### src/btr_pkg.sv
package btr_pkg;
    // register offsets on the control port
    localparam logic [6:0] TEST_MON_OFS      = 7'h74;
    localparam logic [6:0] TEST_MODE_OFS     = 7'h78;
    localparam logic [6:0] RX_CTRL_OFS       = 7'h7C;

    // reset values
    localparam logic [7:0] TEST_MODE_RST     = 8'h00;
    localparam logic [7:0] RX_CTRL_RST       = 8'h00;
    localparam logic [8:0] PN_SEED           = 9'h1FF;

    // test_mode_control fields
    localparam int TM_PN_FAULT_BIT           = 7;
    localparam int TM_JMPCLK_OFF_BIT         = 6;
    localparam int TM_HR_XOR_BIT             = 5;
    localparam int TM_RAND_ADDR_BIT          = 4;
    localparam int TM_FAST_CAL_BIT           = 3;
    localparam int TM_CAL_DIRECT_BIT         = 2;
    localparam int TM_ADC_TEST_BIT           = 1;
    localparam int TM_LOOPBACK_BIT           = 0;

    // receive_control fields
    localparam int RC_SPARE_MSB              = 7;
    localparam int RC_SPARE_LSB              = 5;
    localparam int RC_CCK_SEL_BIT            = 4;
    localparam int RC_CCK_ROT_BIT            = 3;
    localparam int RC_QPSK_ACQ_BIT           = 2;
    localparam int RC_ED_CONT_BIT            = 1;
    localparam int RC_RAW_CCA_BIT            = 0;

    // calibration tick timing
    localparam int REF_CLK_HZ                = 25_000_000;
    localparam int CAL_SLOW_HZ               = 1_000;
    localparam int CAL_FAST_HZ               = 22_000;
    localparam int CAL_SLOW_CYC              = REF_CLK_HZ / CAL_SLOW_HZ;
    localparam int CAL_FAST_CYC              = REF_CLK_HZ / CAL_FAST_HZ;
    localparam int CAL_CNT_W                 = 15;
endpackage

### src/btr_regs.sv
`timescale 1ns/10ps
module btr_regs
    import btr_pkg::*;
#(
    parameter int SLOW_DIV = CAL_SLOW_CYC
)
(
    // clock and reset
    input  wire logic        i_ref_clk,
    input  wire logic        i_rst_b,
    // register access from the control port
    input  wire logic [6:0]  i_reg_addr,
    input  wire logic        i_reg_wr,
    input  wire logic [7:0]  i_reg_wdata,
    output logic      [7:0]  o_reg_rdata,
    // test bus
    input  wire logic [4:0]  i_test_bus_addr,
    input  wire logic [7:0]  i_test_sel_data,
    input  wire logic [7:0]  i_hr_xor_data,
    output logic      [4:0]  o_test_bus_addr,
    output logic      [7:0]  o_test_bus,
    output logic      [8:0]  o_pn_fault,
    // timing and calibration
    output logic             o_jump_clk_en,
    input  wire logic [4:0]  i_cal_direct,
    input  wire logic [4:0]  i_cal_loop,
    output logic      [4:0]  o_cal_bits,
    // converters and loopback
    input  wire logic [5:0]  i_adc_rssi,
    input  wire logic [2:0]  i_adc_i,
    input  wire logic [2:0]  i_adc_q,
    input  wire logic [2:0]  i_tx_i,
    input  wire logic [2:0]  i_tx_q,
    output logic      [11:0] o_adc_pins,
    output logic             o_modem_en,
    output logic      [2:0]  o_rx_i,
    output logic      [2:0]  o_rx_q,
    // receive control
    input  wire logic        i_demod_data_ready,
    output logic             o_cck_sel,
    output logic             o_cck_odd_rot,
    output logic             o_qpsk_acq,
    output logic             o_energy_detect_en,
    output logic             o_raw_cca_sel
);
    logic [7:0]  test_mode;
    logic [7:0]  rx_ctrl;
    logic [8:0]  pn;
    logic [7:0]  next_test_mode;
    logic [7:0]  next_rx_ctrl;
    logic [7:0]  next_rdata;
    logic [8:0]  next_pn;
    logic        cal_tick;
    logic [CAL_CNT_W-1:0] fast_gap;
    logic [CAL_CNT_W-1:0] next_fast_gap;

    btr_cal_tick #(
        .SLOW_DIV (SLOW_DIV),
        .FAST_DIV (CAL_FAST_CYC)
    ) u_tick (
        .i_ref_clk (i_ref_clk),
        .i_rst_b   (i_rst_b),
        .i_fast    (test_mode[TM_FAST_CAL_BIT]),
        .o_tick    (cal_tick)
    );

    // register file
    always_comb
    begin
        next_test_mode = test_mode;
        next_rx_ctrl   = rx_ctrl;
        if (i_reg_wr && i_reg_addr == TEST_MODE_OFS)
        begin
            next_test_mode = i_reg_wdata;
        end
        else if (i_reg_wr && i_reg_addr == RX_CTRL_OFS)
        begin
            next_rx_ctrl = i_reg_wdata;
        end
        if (i_reg_addr == TEST_MON_OFS)
        begin
            next_rdata = o_test_bus;
        end
        else if (i_reg_addr == TEST_MODE_OFS)
        begin
            next_rdata = test_mode;
        end
        else if (i_reg_addr == RX_CTRL_OFS)
        begin
            next_rdata = rx_ctrl;
        end
        else
        begin
            next_rdata = 8'h00;
        end
    end

    always_ff @(posedge i_ref_clk)
    begin
        if (!i_rst_b)
        begin
            test_mode   <= TEST_MODE_RST;
            rx_ctrl     <= RX_CTRL_RST;
            o_reg_rdata <= 8'h00;
        end
        else
        begin
            test_mode   <= next_test_mode;
            rx_ctrl     <= next_rx_ctrl;
            o_reg_rdata <= next_rdata;
        end
    end

    // fault-test generator, x^9 + x^5 + 1
    always_comb
    begin
        next_pn = pn;
        if (test_mode[TM_PN_FAULT_BIT])
        begin
            next_pn = {pn[7:0], pn[8] ^ pn[4]};
        end
    end

    always_ff @(posedge i_ref_clk)
    begin
        if (!i_rst_b)
        begin
            pn <= PN_SEED;
        end
        else
        begin
            pn <= next_pn;
        end
    end

    // datapath selects, all registered
    always_ff @(posedge i_ref_clk)
    begin
        if (!i_rst_b)
        begin
            o_test_bus_addr    <= 5'h00;
            o_test_bus         <= 8'h00;
            o_pn_fault         <= 9'h000;
            o_jump_clk_en      <= 1'b1;
            o_cal_bits         <= 5'h00;
            o_adc_pins         <= 12'h000;
            o_modem_en         <= 1'b1;
            o_rx_i             <= 3'h0;
            o_rx_q             <= 3'h0;
            o_cck_sel          <= 1'b0;
            o_cck_odd_rot      <= 1'b0;
            o_qpsk_acq         <= 1'b0;
            o_energy_detect_en <= 1'b1;
            o_raw_cca_sel      <= 1'b0;
        end
        else
        begin
            o_pn_fault <= test_mode[TM_PN_FAULT_BIT] ? pn : 9'h000;
            o_jump_clk_en <= !test_mode[TM_JMPCLK_OFF_BIT];
            o_test_bus <= test_mode[TM_HR_XOR_BIT] ? i_hr_xor_data
                                                   : i_test_sel_data;
            o_test_bus_addr <= test_mode[TM_RAND_ADDR_BIT] ? pn[4:0]
                                                           : i_test_bus_addr;
            if (test_mode[TM_CAL_DIRECT_BIT])
            begin
                o_cal_bits <= i_cal_direct;
            end
            else if (cal_tick)
            begin
                o_cal_bits <= i_cal_loop;
            end
            o_adc_pins <= test_mode[TM_ADC_TEST_BIT] ? {i_adc_rssi, i_adc_i, i_adc_q}
                                                     : 12'h000;
            o_modem_en <= !test_mode[TM_ADC_TEST_BIT];
            o_rx_i <= test_mode[TM_LOOPBACK_BIT] ? i_tx_i : i_adc_i;
            o_rx_q <= test_mode[TM_LOOPBACK_BIT] ? i_tx_q : i_adc_q;
            o_cck_sel          <= rx_ctrl[RC_CCK_SEL_BIT];
            o_cck_odd_rot      <= rx_ctrl[RC_CCK_ROT_BIT];
            o_qpsk_acq         <= rx_ctrl[RC_QPSK_ACQ_BIT];
            o_energy_detect_en <= rx_ctrl[RC_ED_CONT_BIT] || !i_demod_data_ready;
            o_raw_cca_sel      <= rx_ctrl[RC_RAW_CCA_BIT];
        end
    end

    // cycles since the last calibration tick while the fast rate is on
    always_comb
    begin
        next_fast_gap = fast_gap + CAL_CNT_W'(1);
        if (cal_tick || !test_mode[TM_FAST_CAL_BIT])
        begin
            next_fast_gap = '0;
        end
    end

    always_ff @(posedge i_ref_clk)
    begin
        if (!i_rst_b)
        begin
            fast_gap <= '0;
        end
        else
        begin
            fast_gap <= next_fast_gap;
        end
    end
endmodule // btr_regs

### src/btr_cal_tick.sv
`timescale 1ns/10ps
module btr_cal_tick
    import btr_pkg::*;
#(
    parameter int SLOW_DIV = CAL_SLOW_CYC,
    parameter int FAST_DIV = CAL_FAST_CYC
)
(
    // clock and reset
    input  wire logic i_ref_clk,
    input  wire logic i_rst_b,
    // rate select
    input  wire logic i_fast,
    // tick out
    output logic      o_tick
);
    logic [CAL_CNT_W-1:0] cnt;
    logic [CAL_CNT_W-1:0] next_cnt;
    logic                 next_tick;
    logic [CAL_CNT_W-1:0] limit;

    always_comb
    begin
        limit     = i_fast ? CAL_CNT_W'(FAST_DIV - 1) : CAL_CNT_W'(SLOW_DIV - 1);
        next_tick = 1'b0;
        next_cnt  = cnt + CAL_CNT_W'(1);
        if (cnt >= limit)
        begin
            next_cnt  = '0;
            next_tick = 1'b1;
        end
    end

    always_ff @(posedge i_ref_clk)
    begin
        if (!i_rst_b)
        begin
            cnt    <= '0;
            o_tick <= 1'b0;
        end
        else
        begin
            cnt    <= next_cnt;
            o_tick <= next_tick;
        end
    end
endmodule // btr_cal_tick

### config.mk
export PLATFORM = sky130hd
export DESIGN_NAME = btr_regs
export DESIGN_NICKNAME = d
export VERILOG_FILES = /design/src/btr_pkg.sv /design/src/btr_regs.sv /design/src/btr_cal_tick.sv
export SDC_FILE = /design/constraint.sdc
export NUM_CORES = 1
export LEC_CHECK = 0
export ABC_AREA = 1
export BUFFER_PORTS_ARGS = -buffer_cell sky130_fd_sc_hd__buf_2
export CELL_PAD_IN_SITES_DETAIL_PLACEMENT = 0
export CELL_PAD_IN_SITES_GLOBAL_PLACEMENT = 2
export CORE_ASPECT_RATIO = 1.75
export CORE_MARGIN = 4
export CORE_UTILIZATION = 25
export DETAILED_ROUTE_END_ITERATION = 12
export GPL_TIMING_DRIVEN = 0
export PLACE_DENSITY_LB_ADDON = 0.1
export SKIP_CTS_REPAIR_TIMING = 1
export SYNTH_ARGS = -nofsm -noshare
export SYNTH_HDL_FRONTEND = slang
export SYNTH_SLANG_ARGS = --single-unit
### constraint.sdc
create_clock -name i_ref_clk -period 1.7 [get_ports i_ref_clk]
set_clock_uncertainty 0.1 [all_clocks]
set_input_delay 0.255 -clock i_ref_clk [delete_from_list [all_inputs] [get_ports i_ref_clk]]
set_output_delay 0.255 -clock i_ref_clk [all_outputs]
set_load 0.005 [all_outputs]
==> results of run 1 <==
-- critical path: cells and delay by family (launching register included) --
kind | cells | cell delay, ns
flip-flops | 1 | 0.39
AND/OR/NAND/NOR | 5 | 0.51
adder cells (fa/ha/maj) | 1 | 0.33
buffers and inverters | 2 | 0.32
-- layout by cell type (no fill, tap or decap), types with 7 or more instances in the layout --
cell type	Yosys	layout
inv_1	66	64
o21ai_1	8	7
nand3_1	40	39
xor2_1	8	8
nand2_1	77	75
clkbuf_1	9	9
a21oi_1	25	23
o21ai_0	28	28
dfxtp_1	101	100
a21oi_2	9	10
nand4_1	14	14
clkbuf_16	0	9
buf_2	7	133
nor2_1	80	77
-- sequential cells by signal, summed over array words and instances (netlist names), 3 cells and up --
register / cells
o_test_bus: 8
u_tick.cnt: 15
rx_ctrl: 8
o_rx_q: 3
test_mode: 8
o_cal_bits: 5
o_pn_fault: 9
o_rx_i: 3
pn: 9
o_test_bus_addr: 5
o_reg_rdata: 8
o_adc_pins: 12
-- per-layer routing --
layer	GRT usage [%]	wire length [µm]	vias up	part of all wire (%)
li1	-	-	1907	-
met1	13.24	4380	1723	35
met2	29.78	7693	61	61
met3	2.758	434	9	3.4
met4	4.437	174	0	1.4
met5	0	0	-	0
-- where the power goes --
| part | switching, mW | internal, mW |
|---|---|---|
| Combinational | 0.145 | 0.120 |
| Sequential | 0.0173 | 2.40 |
| Clock | 0.995 | 1.03 |
-- worst paths after layout --
| kind | endpoint | depth (start not counted) | slack, ns |
|---|---|---|---|
| max | u_tick.cnt[6] | 8 | -0.06 |
| min | o_adc_pins[11] | 3 | 0.01 |
| max reg2reg | u_tick.cnt[6] | 8 | -0.06 |
| min reg2reg | o_jump_clk_en | 1 | 0.34 |
-- area by class of cell --
| type | count | area share, % |
|---|---|---|
| Clock inverter | 7 | 1.263 |
| Timing Repair Buffer | 131 | 12.85 |
| Clock buffer | 9 | 4.212 |
| Inverter | 73 | 5.194 |
| Multi-Input combinational cell | 317 | 32.12 |
| Tap cell | 189 | 4.422 |
| Sequential cell | 101 | 37.88 |
| Buffer | 21 | 2.059 |
-- metrics by stage --
step	utilization, %	instance area, µm²	power [mW]	TNS [ns]	instances
global route	33.69	5348	4.938	-1.846	848
finish	33.69	5348	4.709	-0.6124	848
CTS	32.62	5179	4.795	-3.835	843
floorplan	-	4019	2.579	0	512
detailed placement	30.78	4886	2.735	-3.685	827
global placement	30.78	4886	2.734	-3.572	827
-- cell families after synthesis --
group | share of synthesized area [%]
xor gates and xnor gates | 2.180
and+or+nand+nor | 25.01
DFF | 50.33
buffers and inverters | 9.467
AOI/OAI and AO/OA | 10.53
adders and majority gates | 2.492
==> results.json, run 1 <==
{
  "worst_slack_ns": -0.06007,
  "multi_input_area_um2": 1718,
  "clkLatencyLatePin_ns": 0.34,
  "slew-limit-headroom_pct": 61.50,
  "path_common_cell": "nor2_1",
  "io_buffers": 126,
  "clockBufferDepth": 2,
  "cts-root-buf": "clkbuf_16",
  "synth_commonest_cells": "101 x dfxtp_1, 80 x nor2_1, 77 x nand2_1",
  "synth-warning-count": 0,
  "synth_cells": 512,
  "cpMaxStageDelayCell": "dfxtp_4",
  "dp_slack_ns": -0.3156,
  "layout_min_cycle_time_ns": 1.760,
  "fin_crit_sh_pct": 103.5,
  "slew_viol_final": 0,
  "hold_path.startpoint": "i_adc_rssi[5]",
  "dr.pass1.iters": 4,
  "io_pins": 128,
  "grt_pass1_wl_um": 20170,
  "nNetsFinal": 730,
  "dp_hpwl_um": 10190,
  "netlist_area_um2": 4018,
  "worstPathCellList": "clkinvlp_4 -> ha_4 -> nand4_1 -> nor2_1 -> nand2_1 -> nand4_4 -> buf_6 -> nor2_1",
  "synth_top_area_cell": "dfxtp_1",
  "syn_nets": 588,
  "place_congestion": 0.7580,
  "grt_use_total_pct": 14.15,
  "ant_nets": 0,
  "finalHoldViolations": 0,
  "crit_path_max_fanout": 10,
  "startpoint": "test_mode[3]",
  "cts_max_level": 3,
  "syn_area_per_cell_um2": 7.847,
  "status": "complete, but fails checks",
  "rsz0062_at_grt": "true",
  "synthFlopType": "dfxtp_1",
  "insertedDiodeCount": 0,
  "die_x_um": 103.8,
  "grt_pass1_vias": 3795,
  "synthTopCellsByArea": "dfxtp_1 50%, nor2_1 7.5%, nand2_1 7.2%",
  "crit_type": "flip-flop to flip-flop",
  "core_area_um2": 15880,
  "drive_gt1_share_pct": 30.35,
  "rows": 61,
  "antenna_found_initial": 0,
  "end_kind": "flip-flop",
  "start_util_pct": 25.31,
  "overflow": 0,
  "grt_max_degree": 20,
  "drtIter0Drc": 126,
  "dieHeight_um": 175.7,
  "slowest_delay_ns": 0.39,
  "numCtsBuffers": 9,
  "drcViolationCount": 0,
  "yosysTopAreaCellShare_pct": 50.33,
  "wl_per_cell_um": 14.96,
  "syn_to_final_growth_pct": 33.10,
  "vias": 3700,
  "regArea_um2": 2026,
  "synthDistinctLibCells": 36,
  "cap_violations": 0,
  "async_flop_share_pct": 0,
  "rr_startpoint": "test_mode[3]",
  "synth_edf_count": 0,
  "clk_pin_slew_worst_paths_ns": 0.08,
  "hold_path.class": "input pin to flip-flop",
  "fmax_ghz": 0.5682,
  "die-area_um2": 18240,
  "power.leakage_nw": 2.623,
  "finalSetupViolCount": 14,
  "violations": "setup timing",
  "vias_per_cell": 4.363,
  "p_per_area_nw_per_um2": 880.5,
  "cts_tree": "done",
  "worstMarginPinSlew_ns": 0.5775,
  "drt-total-wl_um": 12680,
  "start_kind": "flip-flop",
  "critPathArrivalTime_ns": 1.90,
  "synth_seq_area_share_pct": 50.33,
  "cts.sinks": 101,
  "nFillCells": 1774,
  "peakVddDrop_mv": 0.4062,
  "fin_hold_ws_ns": 0.01168,
  "yosysMostFrequentCell": "dfxtp_1",
  "ys_ff_latch": 101,
  "required_ns": 1.84
}
Power figures use the tool's default switching activity.
==> run 2, diff against run 1 <==
--- a/config.mk
+++ b/config.mk
@@ -7,15 +7,18 @@
 export LEC_CHECK = 0
 export ABC_AREA = 1
 export BUFFER_PORTS_ARGS = -buffer_cell sky130_fd_sc_hd__buf_2
+export CAP_MARGIN = 20
 export CELL_PAD_IN_SITES_DETAIL_PLACEMENT = 0
 export CELL_PAD_IN_SITES_GLOBAL_PLACEMENT = 2
 export CORE_ASPECT_RATIO = 1.75
 export CORE_MARGIN = 4
 export CORE_UTILIZATION = 25
+export CTS_CLUSTER_SIZE = 8
 export DETAILED_ROUTE_END_ITERATION = 12
 export GPL_TIMING_DRIVEN = 0
 export PLACE_DENSITY_LB_ADDON = 0.1
 export SKIP_CTS_REPAIR_TIMING = 1
 export SYNTH_ARGS = -nofsm -noshare
 export SYNTH_HDL_FRONTEND = slang
+export SYNTH_HIERARCHICAL = 1
 export SYNTH_SLANG_ARGS = --single-unit
==> run 2 against run 1 <==
  * Cell count is 9.7% higher
  * Synthesized cell count up 8.8%
  * Hold slack improved by 0.0020 ns
  * First-iteration DRC count down 18%
  * The run still ends with setup timing left
  * Setup slack got worse by 0.0046 ns
  * Area after synthesis rose by 4.6%
  * Combinational power up 16%
  * Register-to-register slack is essentially flat
  * Via count up 5.0%
  * Clock-buffer cell count grew 1
==> results.json, run 2 <==
{
  "cap_violations": 0,
  "cts_tree": "done",
  "clkLatencyLatePin_ns": 0.34,
  "rsz0062_at_grt": "true",
  "power.leakage_nw": 2.832,
  "peakVddDrop_mv": 0.3705,
  "dr.pass1.iters": 4,
  "fin_crit_sh_pct": 103.8,
  "end_kind": "flip-flop",
  "synth_xor_area_share_pct": 1.875,
  "status": "complete, but fails checks",
  "slew-limit-headroom_pct": 63.72,
  "synth-warning-count": 6,
  "overflow": 0,
  "grt_pass1_vias": 3868,
  "clk_pin_slew_worst_paths_ns": 0.07,
  "nFillCells": 1872,
  "synthSimpleGateAreaFrac_pct": 29.14,
  "violations": "setup timing",
  "synth_cells": 557,
  "highest_layer": "met4",
  "worst_slack_ns": -0.06472,
  "cts_max_level": 3,
  "hold_path.startpoint": "i_adc_rssi[2]",
  "syn_nets": 633,
  "layout_min_cycle_time_ns": 1.765,
  "hold_path.class": "input pin to flip-flop",
  "grt_max_degree": 20,
  "dp_slack_ns": -0.2896,
  "muxShareOfSynthArea_pct": 0,
  "largest_reg_flops": 15,
  "grt_pass1_wl_um": 19990,
  "fin_hold_ws_ns": 0.01364,
  "async_flop_share_pct": 0,
  "dieHeight_um": 179.5,
  "antenna_found_initial": 0,
  "vias_per_cell": 4.178,
  "netlist_area_um2": 4204,
  "synth_seq_area_share_pct": 48.10,
  "route.met2.wl_um": 7077,
  "stdcell_count": 930,
  "synthTopCellsByArea": "dfxtp_1 48%, nand2_1 8.8%, inv_1 7.7%",
  "nNetsFinal": 777,
  "worstMarginPinSlew_ns": 0.5442,
  "synth_edf_count": 0,
  "top_regs": "u_tick/cnt x15, o_adc_pins x12",
  "ys_ff_latch": 101,
  "syn_area_per_cell_um2": 7.548,
  "synthDistinctLibCells": 29,
  "yosysTopAreaCellShare_pct": 48.10,
  "cts-root-buf": "clkbuf_16",
  "final_cell_mix": "132 x buf_2, 99 x dfxtp_1, 98 x nand2_1",
  "wl_per_cell_um": 13.48,
  "place_congestion": 0.7476,
  "synth_top_family_by_area": "simple AND/OR/NAND/NOR gates",
  "critPathArrivalTime_ns": 1.90,
  "wl_met3_um": 584,
  "clockBufferDepth": 2,
  "yosysMostFrequentCell": "dfxtp_1",
  "fmax_ghz": 0.5667,
  "finalPower_mw": 4.787,
  "die-area_um2": 19040,
  "synth_commonest_cells": "101 x dfxtp_1, 98 x nand2_1, 86 x inv_1",
  "yosys.area_share.adder_pct": 2.381,
  "drtIter0Drc": 103,
  "drive_gt1_share_pct": 29.60,
  "finalHoldViolations": 0,
  "final_common_cell": "buf_2",
  "required_ns": 1.84,
  "rows": 62,
  "final_core_util_pct": 34.35,
  "start_kind": "flip-flop",
  "vias": 3886,
  "rr_startpoint": "test_mode[3]",
  "cts.sinks": 101,
  "grt_use_total_pct": 13.45,
  "multi_input_area_um2": 1848,
  "dp_cells": 907,
  "finalSetupViolCount": 13,
  "io_pins": 128,
  "insertedDiodeCount": 0,
  "ant_nets": 0,
  "met1Wirelength_um": 4723,
  "core_area_um2": 16450,
  "regArea_um2": 2027,
  "syn_to_final_growth_pct": 34.38,
  "registers.top_by_ff_count": "u_tick/cnt",
  "synth_top_area_cell": "dfxtp_1",
  "drt-total-wl_um": 12530,
  "io_buffers": 126,
  "synth_compound_area_share_pct": 7.619,
  "p_per_area_nw_per_um2": 847.4,
  "slew_viol_final": 0,
  "crit_type": "flip-flop to flip-flop",
  "numCtsBuffers": 9,
  "crit_path_max_fanout": 6,
  "start_util_pct": 25.56,
  "startpoint": "test_mode[3]",
  "synthFlopType": "dfxtp_1",
  "drcViolationCount": 0,
  "dp_hpwl_um": 9938,
  "die_x_um": 106.0
}
==> run 2: cell count changes after synthesis, sizes merged, moves of 3 or more <==
cell   change
nand2     +26
a21oi      -5
o21ai      -8
nor3       +3
nand3      +9
nor2       +8
inv       +23
==> run 2: power by group <==
| part | internal, mW | switching, mW |
|---|---|---|
| sequential | 2.40 | 0.0181 |
| clock | 1.08 | 0.986 |
| combinational | 0.139 | 0.168 |
| total | 3.62 | 1.17 |
==> run 2: worst paths after layout <==
kind                    end  slack (ns)  cells after the start
max reg2reg  u_tick/cnt[10]       -0.06                      8
min reg2reg   o_jump_clk_en        0.32                      1
max          u_tick/cnt[10]       -0.06                      8
min           o_adc_pins[8]        0.01                      3
==> run 2: layout make-up <==
class	count	share of cell area, %
repair buffers	133	12.78
inverters	94	6.334
multi-input cells	343	32.71
clock buffers	10	4.230
flip-flops and latches	101	35.88
plain buffers	19	1.949
well taps	224	4.961
clock inverters	6	1.152
==> run 2: per-layer routing <==
layer	vias up	track usage (%)
met2	88	26.02
met1	1774	14.09
met3	9	3.123
met4	0	4.046
met5	-	0
li1	2015	-
==> run 2: worst max-delay path, stage by stage (launching register included) <==
cell,delay (ns)
dfxtp_4,0.40
buf_12,0.14
ha_4,0.29
nand3_1,0.10
nor2_1,0.14
nand2_1,0.12
nand4_4,0.17
clkbuf_16,0.19
nor2_2,0.03
==> run 2: metrics by stage <==
step | area (µm²) | TNS (ns)
after global placement | 5116 | -2.492
final | 5649 | -0.5379
after global routing | 5649 | -1.332
after floorplan | 4205 | 0
after detailed placement | 5116 | -3.420
after CTS | 5420 | -3.647
==> run 2: logic make-up (layout without fill, tap and decap cells) <==
group | count (synthesis) | count (layout)
and+or+nand+nor | 265 | 265
buffers and inverters | 113 | 262
DFF | 101 | 101
AOI/OAI and AO/OA | 61 | 61
xor gates and xnor gates | 9 | 9
adders and majority gates | 8 | 8
